[config.mk]
export PLATFORM = sky130hd
export DESIGN_NAME = lfs_top
export DESIGN_NICKNAME = d
export VERILOG_FILES = /design/src/core/lfs_pkg.sv /design/src/core/lfs_top.sv
export SDC_FILE = /design/constraint.sdc
export NUM_CORES = 2
export LEC_CHECK = 0
export ABC_AREA = 1
export BUFFER_PORTS_ARGS = -buffer_cell sky130_fd_sc_hd__buf_4
export CAP_MARGIN = 15
export CORE_MARGIN = 4
export CORE_UTILIZATION = 55
export CTS_BUF_LIST = sky130_fd_sc_hd__clkbuf_16
export CTS_CLUSTER_SIZE = 24
export DETAILED_ROUTE_END_ITERATION = 6
export PLACE_DENSITY_LB_ADDON = 0.3
export RECOVER_POWER = 100
export REMOVE_ABC_BUFFERS = 1
export SLEW_MARGIN = 20
export SYNTH_ARGS = -nofsm -noshare
export SYNTH_HDL_FRONTEND = slang
export SYNTH_SLANG_ARGS = --single-unit
[constraint.sdc]
create_clock -name ref_clk -period 4.36 [get_ports ref_clk]
set_clock_uncertainty 0.2 [all_clocks]
set_input_delay 0.872 -clock ref_clk [delete_from_list [all_inputs] [get_ports ref_clk]]
set_output_delay 0.872 -clock ref_clk [all_outputs]
set_load 0.01 [all_outputs]
[src/core/lfs_pkg.sv]
// Package for the laser fault supervisor: register map, field layout, timing.
// Assumes a 50 MHz clock and a single synchronous active-high reset.
package lfs_pkg;

    // ********************************************************************
    // Timing
    // ********************************************************************
    localparam int CLK_HZ          = 50_000_000;
    localparam int BLANK_STEP_NS   = 500_000;
    localparam int BLANK_STEP_CYC  = (BLANK_STEP_NS / 1000) * (CLK_HZ / 1_000_000);

    // ********************************************************************
    // Register offsets
    // ********************************************************************
    localparam logic [7:0] ADDR_CTRL     = 8'h00;
    localparam logic [7:0] ADDR_MASK     = 8'h01;
    localparam logic [7:0] ADDR_BLANK    = 8'h02;
    localparam logic [7:0] ADDR_CFG0     = 8'h03;
    localparam logic [7:0] ADDR_CFG1     = 8'h04;
    localparam logic [7:0] ADDR_CFG3     = 8'h05;
    localparam logic [7:0] ADDR_CFG5     = 8'h06;
    localparam logic [7:0] ADDR_LOS_ON   = 8'h07;
    localparam logic [7:0] ADDR_LOS_OFF  = 8'h08;
    localparam logic [7:0] ADDR_BIAS_SET = 8'h09;
    localparam logic [7:0] ADDR_MOD_SET  = 8'h0A;
    localparam logic [7:0] ADDR_APC_SET  = 8'h0B;
    localparam logic [7:0] ADDR_TEMP     = 8'h0C;
    localparam logic [7:0] ADDR_LUT_BASE = 8'h40;

    // ********************************************************************
    // Field positions
    // ********************************************************************
    localparam int CTRL_SOFT_DIS   = 0;
    localparam int CTRL_FAULT      = 1;
    localparam int CTRL_LOS        = 2;
    localparam int CFG0_MOD_REF    = 0;
    localparam int CFG0_DIODE_FLT  = 1;
    localparam int CFG0_OUT_EN     = 2;
    localparam int CFG0_HT_ALARM   = 3;
    localparam int CFG0_HT_WARN    = 4;
    localparam int CFG1_SW_POL     = 0;
    localparam int CFG1_BIAS_REF   = 5;
    localparam int CFG3_LOS_DIS    = 0;
    localparam int CFG3_EXT_FN     = 1;
    localparam int CFG3_EXT_POL    = 2;
    localparam int CFG5_SW_EN      = 7;
    localparam int NUM_SRC         = 5;
    localparam int SRC_SUPPLY      = 0;
    localparam int SRC_DIODE       = 1;
    localparam int SRC_BIAS        = 2;
    localparam int SRC_POWER       = 3;
    localparam int SRC_SAT         = 4;

    // ********************************************************************
    // Reset values and constants
    // ********************************************************************
    localparam logic [7:0] RST_ZERO     = 8'h00;
    localparam logic [7:0] BLANK_DEF    = 8'h01;
    localparam logic [7:0] TEMP_FULL    = 8'h7F;
    localparam int         LUT_DEPTH    = 64;

    typedef struct packed {
        logic [7:0] addr;
        logic [7:0] wdata;
        logic       wr;
        logic       rd;
    } lfs_bus_s;

    typedef struct packed {
        logic       out;
        logic       oe;
    } lfs_pin_s;

endpackage

[src/core/lfs_top.sv]
// Laser fault supervisor: fault combining, latching, shutdown, LOS hysteresis.
// Assumes comparator results, temperature samples and pins arrive synchronous.
// Function
// - Watch five internal fault sources.
// - Unmasked fault shuts laser, asserts transmit fault.
// - Each source masked by its own bit.
// - Blank saturation 0.5ms steps after turn-on.
// - Non-saturation faults respond well under 100ms.
// - Out-of-range temperature flags diode fault.
// - LOS asserts below, releases above separate levels.
// - LOS disable frees line for external driver.
// - Control register reports actual LOS pin.
// - Bias fault threshold uses own table.
// - Bias/mod levels from config bits, fault or not; switch in fault if config bit7.
// - Switch active when laser is off; during a fault only if config bit7.
// - Switch polarity set by configuration bit.
// - Pin-function bit makes shared pin input.
// - External fault polarity selectable.
// - External fault ORed into transmit fault.
// - New temperature loads table-corrected converter values.
// - Diode fault forces temperature to 127.
// - Diode fault sets flag, fault, alarms.
// - No diode fault before first conversion.
// - Switch floats unless enabled; level by polarity.
// - Bias and modulation float unless enabled.
`timescale 1ns/10ps
`default_nettype none

module lfs_top (
    // Clock and reset
    input  wire  logic                 ref_clk,
    input  wire  logic                 rst,
    // Register port
    input  wire  lfs_pkg::lfs_bus_s    bus,
    output logic [7:0]                 rdata,
    // Fault comparators and temperature converter
    input  wire  logic                 supply_low,
    input  wire  logic                 bias_high,
    input  wire  logic                 power_high,
    input  wire  logic                 loop_saturated,
    input  wire  logic                 temp_valid,
    input  wire  logic [7:0]           temp_sample,
    input  wire  logic                 temp_out_of_range,
    input  wire  logic [7:0]           rx_power_input,
    // Host pins
    input  wire  logic                 transmit_disable_in,
    output logic                       transmit_fault_out,
    input  wire  logic                 rx_signal_loss_in,
    output lfs_pkg::lfs_pin_s          rx_signal_loss_out,
    // Shared switch / external fault pin
    input  wire  logic                 shared_pin_in,
    output lfs_pkg::lfs_pin_s          safety_switch_out,
    // Laser control converters
    output lfs_pkg::lfs_pin_s          bias_output,
    output lfs_pkg::lfs_pin_s          modulation_output,
    output logic [7:0]                 bias_dac,
    output logic [7:0]                 mod_dac,
    output logic [7:0]                 bias_fault_dac,
    output logic [7:0]                 temp_report,
    output logic                       laser_on
);

    // ********************************************************************
    // Registers
    // ********************************************************************
    logic [7:0]  ctrl_reg, fault_mask, saturation_blank_interval;
    logic [7:0]  cfg0_reg, option_config_one, option_config_three, option_config_five;
    logic [7:0]  los_assert_level, los_deassert_level;
    logic [7:0]  bias_set_reg, mod_set_reg, apc_set_reg;
    logic [7:0]  lut_mod [lfs_pkg::LUT_DEPTH];
    logic [7:0]  lut_apc [lfs_pkg::LUT_DEPTH];
    logic [7:0]  lut_flt [lfs_pkg::LUT_DEPTH];
    logic [4:0]  latch_reg;
    logic        ext_latch_reg;
    logic        diode_fault_flag_reg;
    logic        conv_done_reg;
    logic        txdis_seen_reg;
    logic        los_state_reg;
    logic        laser_on_reg;
    logic [15:0] step_cnt_reg;
    logic [7:0]  blank_cnt_reg;
    logic [7:0]  temp_reg;

    wire logic soft_transmit_disable = ctrl_reg[lfs_pkg::CTRL_SOFT_DIS];
    wire logic out_en     = cfg0_reg[lfs_pkg::CFG0_OUT_EN];
    wire logic ext_mode   = option_config_three[lfs_pkg::CFG3_EXT_FN];
    wire logic los_off    = option_config_three[lfs_pkg::CFG3_LOS_DIS];
    wire logic [1:0] lut_sel = bus.addr[7:6] - 2'd1;
    wire logic [5:0] lut_idx = bus.addr[5:0];

    // ********************************************************************
    // Fault detection
    // ********************************************************************
    wire logic blanking = (blank_cnt_reg != 8'h00);
    wire logic diode_now = temp_out_of_range & conv_done_reg;
    wire logic [4:0] raw_src = {loop_saturated & ~blanking & laser_on_reg,
                                power_high, bias_high, diode_now, supply_low};
    wire logic [4:0] live_src = raw_src & ~fault_mask[4:0];
    // While the switch driver still holds the pin, it only echoes our own level.
    wire logic ext_fault = ext_mode & ~safety_switch_out.oe &
                           (shared_pin_in ~^ option_config_three[lfs_pkg::CFG3_EXT_POL]);
    wire logic any_fault = (|live_src) | (|latch_reg) | ext_fault | ext_latch_reg;
    wire logic clear_ok = txdis_seen_reg & ~(|live_src) & ~ext_fault;
    wire logic laser_off = transmit_disable_in | soft_transmit_disable | any_fault;
    wire logic switch_active = laser_off & (~any_fault | option_config_five[lfs_pkg::CFG5_SW_EN]);
    wire logic los_next = los_off ? 1'b0 :
                          (rx_power_input < los_assert_level) ? 1'b1 :
                          (rx_power_input > los_deassert_level) ? 1'b0 : los_state_reg;
    wire logic [7:0] temp_idx = (temp_sample[7] ? 8'h00 : temp_sample) >> 1;
    wire logic [5:0] tidx = (temp_idx > 8'd63) ? 6'd63 : temp_idx[5:0];
    wire logic [7:0] ctrl_rd = {5'b0, rx_signal_loss_in, any_fault, soft_transmit_disable};
    // Status flags are read from the latched diode fault flag, which holds until the fault is cleared.
    wire logic alarms = diode_fault_flag_reg;
    wire logic [7:0] cfg0_rd = cfg0_reg | {3'b000, alarms, alarms, 1'b0, alarms, 1'b0};
    wire logic [7:0] rd_mux =
        (bus.addr == lfs_pkg::ADDR_CTRL)    ? ctrl_rd :
        (bus.addr == lfs_pkg::ADDR_MASK)    ? fault_mask :
        (bus.addr == lfs_pkg::ADDR_BLANK)   ? saturation_blank_interval :
        (bus.addr == lfs_pkg::ADDR_CFG0)    ? cfg0_rd :
        (bus.addr == lfs_pkg::ADDR_CFG1)    ? option_config_one :
        (bus.addr == lfs_pkg::ADDR_CFG3)    ? option_config_three :
        (bus.addr == lfs_pkg::ADDR_CFG5)    ? option_config_five :
        (bus.addr == lfs_pkg::ADDR_LOS_ON)  ? los_assert_level :
        (bus.addr == lfs_pkg::ADDR_LOS_OFF) ? los_deassert_level :
        (bus.addr == lfs_pkg::ADDR_TEMP)    ? temp_reg : 8'h00;

    // ********************************************************************
    // Register write port and table storage
    // ********************************************************************
    always_ff @(posedge ref_clk) begin
        if (bus.wr && bus.addr >= lfs_pkg::ADDR_LUT_BASE) begin
            case (lut_sel)
                2'd0: lut_apc[lut_idx] <= bus.wdata;
                2'd1: lut_mod[lut_idx] <= bus.wdata;
                2'd2: lut_flt[lut_idx] <= bus.wdata;
                default: ;
            endcase
        end
    end

    always_ff @(posedge ref_clk) begin
        if (rst) begin
            ctrl_reg <= lfs_pkg::RST_ZERO;
            fault_mask <= lfs_pkg::RST_ZERO;
            saturation_blank_interval <= lfs_pkg::BLANK_DEF;
            cfg0_reg <= lfs_pkg::RST_ZERO;
            option_config_one <= lfs_pkg::RST_ZERO;
            option_config_three <= lfs_pkg::RST_ZERO;
            option_config_five <= lfs_pkg::RST_ZERO;
            los_assert_level <= lfs_pkg::RST_ZERO;
            los_deassert_level <= lfs_pkg::RST_ZERO;
            bias_set_reg <= lfs_pkg::RST_ZERO;
            mod_set_reg <= lfs_pkg::RST_ZERO;
            apc_set_reg <= lfs_pkg::RST_ZERO;
            rdata <= 8'h00;
        end else begin
            rdata <= bus.rd ? rd_mux : 8'h00;
            if (bus.wr) begin
                case (bus.addr)
                    lfs_pkg::ADDR_CTRL:     ctrl_reg <= {7'b0, bus.wdata[lfs_pkg::CTRL_SOFT_DIS]};
                    lfs_pkg::ADDR_MASK:     fault_mask <= {3'b0, bus.wdata[4:0]};
                    lfs_pkg::ADDR_BLANK:    saturation_blank_interval <= bus.wdata;
                    lfs_pkg::ADDR_CFG0:     cfg0_reg <= bus.wdata & 8'h05;
                    lfs_pkg::ADDR_CFG1:     option_config_one <= bus.wdata;
                    lfs_pkg::ADDR_CFG3:     option_config_three <= bus.wdata;
                    lfs_pkg::ADDR_CFG5:     option_config_five <= bus.wdata;
                    lfs_pkg::ADDR_LOS_ON:   los_assert_level <= bus.wdata;
                    lfs_pkg::ADDR_LOS_OFF:  los_deassert_level <= bus.wdata;
                    lfs_pkg::ADDR_BIAS_SET: bias_set_reg <= bus.wdata;
                    lfs_pkg::ADDR_MOD_SET:  mod_set_reg <= bus.wdata;
                    lfs_pkg::ADDR_APC_SET:  apc_set_reg <= bus.wdata;
                    default: ;
                endcase
            end
        end
    end

    // ********************************************************************
    // Fault latches and laser state
    // ********************************************************************
    genvar g;
    generate
        for (g = 0; g < lfs_pkg::NUM_SRC; g++) begin : g_latch
            always_ff @(posedge ref_clk) begin
                if (rst) begin
                    latch_reg[g] <= 1'b0;
                end else if (live_src[g]) begin
                    latch_reg[g] <= 1'b1;
                end else if (clear_ok) begin
                    latch_reg[g] <= 1'b0;
                end
            end
        end
    endgenerate

    always_ff @(posedge ref_clk) begin
        if (rst) begin
            ext_latch_reg <= 1'b0;
            txdis_seen_reg <= 1'b0;
            diode_fault_flag_reg <= 1'b0;
            conv_done_reg <= 1'b0;
            laser_on_reg <= 1'b0;
            los_state_reg <= 1'b0;
        end else begin
            ext_latch_reg <= ext_fault | (ext_latch_reg & ~clear_ok);
            if (transmit_disable_in && any_fault) begin
                txdis_seen_reg <= 1'b1;
            end else if (!any_fault) begin
                txdis_seen_reg <= 1'b0;
            end
            diode_fault_flag_reg <= diode_now | (diode_fault_flag_reg & ~clear_ok);
            if (temp_valid) begin
                conv_done_reg <= 1'b1;
            end
            laser_on_reg <= ~laser_off;
            los_state_reg <= los_next;
        end
    end

    // ********************************************************************
    // Saturation blanking timer
    // ********************************************************************
    // The timer restarts on each off-to-on transition; a fault cannot slip past.
    wire logic turn_on = ~laser_off & ~laser_on_reg;
    wire logic step_end = (step_cnt_reg == 16'(lfs_pkg::BLANK_STEP_CYC - 1));

    always_ff @(posedge ref_clk) begin
        if (rst) begin
            step_cnt_reg <= 16'h0000;
            blank_cnt_reg <= 8'h00;
        end else if (turn_on) begin
            step_cnt_reg <= 16'h0000;
            blank_cnt_reg <= saturation_blank_interval;
        end else begin
            step_cnt_reg <= step_end ? 16'h0000 : step_cnt_reg + 16'h0001;
            if (step_end && blanking) begin
                blank_cnt_reg <= blank_cnt_reg - 8'h01;
            end
        end
    end

    // ********************************************************************
    // Temperature compensation and outputs
    // ********************************************************************
    always_ff @(posedge ref_clk) begin
        if (rst) begin
            temp_reg <= 8'h00;
            bias_dac <= 8'h00;
            mod_dac <= 8'h00;
            bias_fault_dac <= 8'h00;
        end else if (diode_fault_flag_reg || diode_now) begin
            temp_reg <= lfs_pkg::TEMP_FULL;
        end else if (temp_valid) begin
            temp_reg <= temp_sample;
            mod_dac <= mod_set_reg + lut_mod[tidx];
            bias_dac <= apc_set_reg + lut_apc[tidx];
            bias_fault_dac <= bias_set_reg + lut_flt[tidx];
        end
    end

    always_ff @(posedge ref_clk) begin
        if (rst) begin
            transmit_fault_out <= 1'b0;
            rx_signal_loss_out <= '0;
            safety_switch_out <= '0;
            bias_output <= '0;
            modulation_output <= '0;
            temp_report <= 8'h00;
            laser_on <= 1'b0;
        end else begin
            transmit_fault_out <= any_fault;
            rx_signal_loss_out <= '{out: los_next, oe: ~los_off};
            safety_switch_out.oe <= out_en & ~ext_mode;
            safety_switch_out.out <= switch_active ~^
                                     option_config_one[lfs_pkg::CFG1_SW_POL];
            bias_output <= '{out: option_config_one[lfs_pkg::CFG1_BIAS_REF], oe: out_en};
            modulation_output <= '{out: cfg0_reg[lfs_pkg::CFG0_MOD_REF], oe: out_en};
            temp_report <= (diode_fault_flag_reg | diode_now) ? lfs_pkg::TEMP_FULL : temp_reg;
            laser_on <= ~laser_off;
        end
    end

    // ********************************************************************
    // Checks
    // ********************************************************************
    a_fault_shuts: assert property (@(posedge ref_clk) disable iff (rst)
        (|live_src) |=> transmit_fault_out && !laser_on) else $error("fault not shut");
    a_mask_blocks: assert property (@(posedge ref_clk) disable iff (rst)
        (fault_mask[0] && supply_low && !any_fault) |=> !latch_reg[0])
        else $error("mask ignored");
    a_blank_holds: assert property (@(posedge ref_clk) disable iff (rst)
        turn_on && saturation_blank_interval != 0 |=> blanking) else $error("no blank");
    a_los_hyst: assert property (@(posedge ref_clk) disable iff (rst)
        !los_off && rx_power_input < los_assert_level |=> rx_signal_loss_out.out)
        else $error("los late");
    a_los_free: assert property (@(posedge ref_clk) disable iff (rst)
        los_off |=> !rx_signal_loss_out.oe) else $error("los driven");
    a_temp_full: assert property (@(posedge ref_clk) disable iff (rst)
        diode_now |=> temp_report == lfs_pkg::TEMP_FULL) else $error("temp not full");
    a_ext_or: assert property (@(posedge ref_clk) disable iff (rst)
        ext_fault |=> transmit_fault_out) else $error("ext fault lost");
    a_latch_hold: assert property (@(posedge ref_clk) disable iff (rst)
        $rose(latch_reg[1]) && !clear_ok |=> latch_reg[1]) else $error("latch dropped");
    a_switch_oe: assert property (@(posedge ref_clk) disable iff (rst)
        !out_en |=> !safety_switch_out.oe && !bias_output.oe) else $error("oe leak");

endmodule

`default_nettype wire

==> out/metrics.cfg <==
[sta]
hold_viol = 0
setup_viol = 0
fmax_mhz = 240
period_needed_ns = 4.17
worst_pin_slew_ns = 2.88
rsz0062_at_grt = no
slew_viol_final = 1153
finalWorstSetupSlack_ns = 0.189
post-route-period-util_pct = 95.7
relSlewSlack_pct = -91.7
hold_ws_ns = 0.0974
finalSetupTns_ns = 0

[floorplanning]
io_pins = 95
core-area_mm2 = 0.128
dieWidth_um = 366
start_util_pct = 55.4
die_area_mm2 = 0.134
die_h_um = 366
rows = 131

[clocking]
cts_resized = 0
cts_buffer_depth = 3
cts_tree = built
post_cts_buffers = 0
cts_sinks = 1706
root_buffer = clkbuf_16
cts_made_buffers = 169
clock_latency_ns = 0.79
clk_pin_slew_worst_paths_ns = 0.06
hold_buffers = 0
h-tree-depth = 4

[grt]
grt_pass1_wl_mm = 300
grt_pass1_vias = 48200
use_met1_pct = 41.1
grt_usage_pct = 29.3
busiest_layer = met2
grt_max_degree = 156
grtUsageMet2_pct = 44.8
globalRouteMet3Util_pct = 6.42
grt_overflow_total = 0
antenna_found_initial = 17

[worst_setup_path]
r2r-start = conv_done_reg$_SDFFE_PP0P_
cpPeakStageDelay_ns = 1.81
timing.rr.end = bias_dac[6]$_SDFFE_PP0P_
crit_chain = clkbuf_1, clkbuf_2
slowest_stage = clkbuf_2
critical_path_required_ns = 4.39
path_buf_inv = 2
crit_type = in2reg
rr_worst_depth = 7
end_kind = register
worst_ep_arrival_time_ns = 4.20
start_kind = input port
reg2reg_slack_ns = 1.07
path_max_fanout = 102
critPathTopFamily = buffers and inverters

[drt]
wl_per_cell_um = 24.2
initialDrtViolationCount = 7702
first_pass_iters = 7
detail-route-antenna-nets = 0
via_per_inst = 6.08
wl_mm = 200
drc_errors = 0
num_vias = 50300

[synthesis]
syn-instance-count = 6242
synth_edf_count = 1536
yosysTopAreaCell = edfxtp_1
synth.avg_cell_area_um2 = 11.3
synth_top_area_share_pct = 65.3
ys_types = 48
synthArstFlopShare_pct = 0
yosysMostFrequentCell = nand2_1
netlist_area_mm2 = 0.0707
netlist_top_cells_area = edfxtp_1, nand3_1, nand2_1
synth_top_flop_cell = edfxtp_1
ys.warnings.count = 0
ys_top_cells_by_count = nand2_1, edfxtp_1, nand3_1, nor2_1, dfxtp_1
synth_seq_area_share_pct = 70.1
yosys_register_bits = 1706

[worst_hold_path]
hp-start = transmit_disable_in
holdPathStages = 2
min_path_type = in2reg
hold_end = txdis_seen_reg$_SDFFE_PP0P_

[place]
post-place-ws_ns = -0.259
routabilityCongestion = 0.950
port_buffers = 94
dp_hpwl_mm = 128

[power_and_ir_drop]
leakage_nw = 28.9
power.total_w = 0.0351
max-vdd-ir-drop_mv = 0.457
power.density_mw_per_mm2 = 440

[outcome]
outcome = finished, violations left
violations = capacitance limit, slew limit

[final_layout]
area_delta_synth_final_pct = 13.0
layout.nets = 6537
fillers = 9675
reg_top3 = lut_apc (512), lut_flt (512), lut_mod (512)
drive_gt1_share_pct = 9.21

[flow_run]
max_cap_viol_count = 18

==> metrics by stage <==
stage,utilization (%),instances,cell area [µm²]
after floorplan,-,5851,68500
final,62.6,8267,79800
after detailed placement,58.6,7941,74700
after CTS,63.0,8254,80400
after global routing,62.6,8256,79800
after global placement,58.6,7941,74700
==> power by group <==
group | total (W) | internal (W) | switching, W | leakage, nW
Combinational | 0.00243 | 0.000723 | 0.00171 | 10.8
Clock | 0.0147 | 0.00854 | 0.00617 | 2.92
Sequential | 0.0180 | 0.0179 | 0.0000530 | 15.2
Total | 0.0351 | 0.0272 | 0.00793 | 28.9
==> cells by family (layout without fill, tap and decap cells) <==
kind of cell    count (synthesis)  count (layout)  share of synthesized area, %
other cells                     0              13                             0
simple gates                 3473            3473                          21.3
buf+inv                       570             920                          4.05
xor+xnor                       28              28                         0.347
fa+ha+maj                      42              42                         0.775
flops                        1706            1706                          70.1
compound gates                423             423                          3.49
==> placed cells by master (no fill, tap or decap), types with 11 or more instances in the layout <==
cell       Yosys  routed
xor2_1        21      21
a22oi_1       21      21
o21ai_0      168     168
nand4_1       12      12
clkinv_1       3      31
diode_2        0      13
nor3_1        23      23
inv_1        164     203
a21oi_1      133     133
bufinv_16      0      18
clkbuf_1     104      91
a21o_1        21      21
buf_4        101     264
edfxtp_1    1536    1536
clkbuf_16      0     181
nand2_1     1621    1623
nor2_1       357     362
buf_12         0      59
a211oi_1      24      25
clkinv_2       0      32
ha_1          39      39
o221ai_1      25      25
o21bai_1      11      11
dfxtp_1      170     170
nand3_1     1426    1427
==> per-layer routing <==
metal | wire length [µm] | vias up
li1 | - | 22500
met1 | 77000 | 24300
met2 | 90500 | 3009
met3 | 23300 | 515
met4 | 9000 | 2
met5 | 11 | -
==> worst max path at each step <==
| stage | start | to | slack (ns) | cells past startpoint |
|---|---|---|---|---|
| final | bus[4] | lut_mod[52][2]$_DFFE_PP_ | 0.19 | 2 |
| after CTS | temp_sample[7] | mod_dac[6]$_SDFFE_PP0P_ | 0.58 | 24 |
| after detailed placement | temp_sample[7] | mod_dac[6]$_SDFFE_PP0P_ | -0.26 | 24 |
| after global placement | temp_sample[7] | mod_dac[6]$_SDFFE_PP0P_ | -0.22 | 24 |
| after global routing | bus[9] | lut_apc[21][7]$_DFFE_PP_ | 0.14 | 2 |
| after floorplan | temp_sample[7] | mod_dac[6]$_SDFFE_PP0P_ | -11.24 | 20 |
==> cell type report <==
class / count / area, µm² / share of cell area [%]
inverters: 179 / 697 / 0.873
clock buffers: 181 / 4530 / 5.67
clock inverters: 132 / 1100 / 1.37
repair buffers: 428 / 3600 / 4.51
flip-flops and latches: 1706 / 49500 / 62.0
diodes: 13 / 32.5 / 0.0407
multi-input cells: 3966 / 18300 / 22.9
well taps: 1662 / 2080 / 2.60
(Power assumes the default switching activity.)
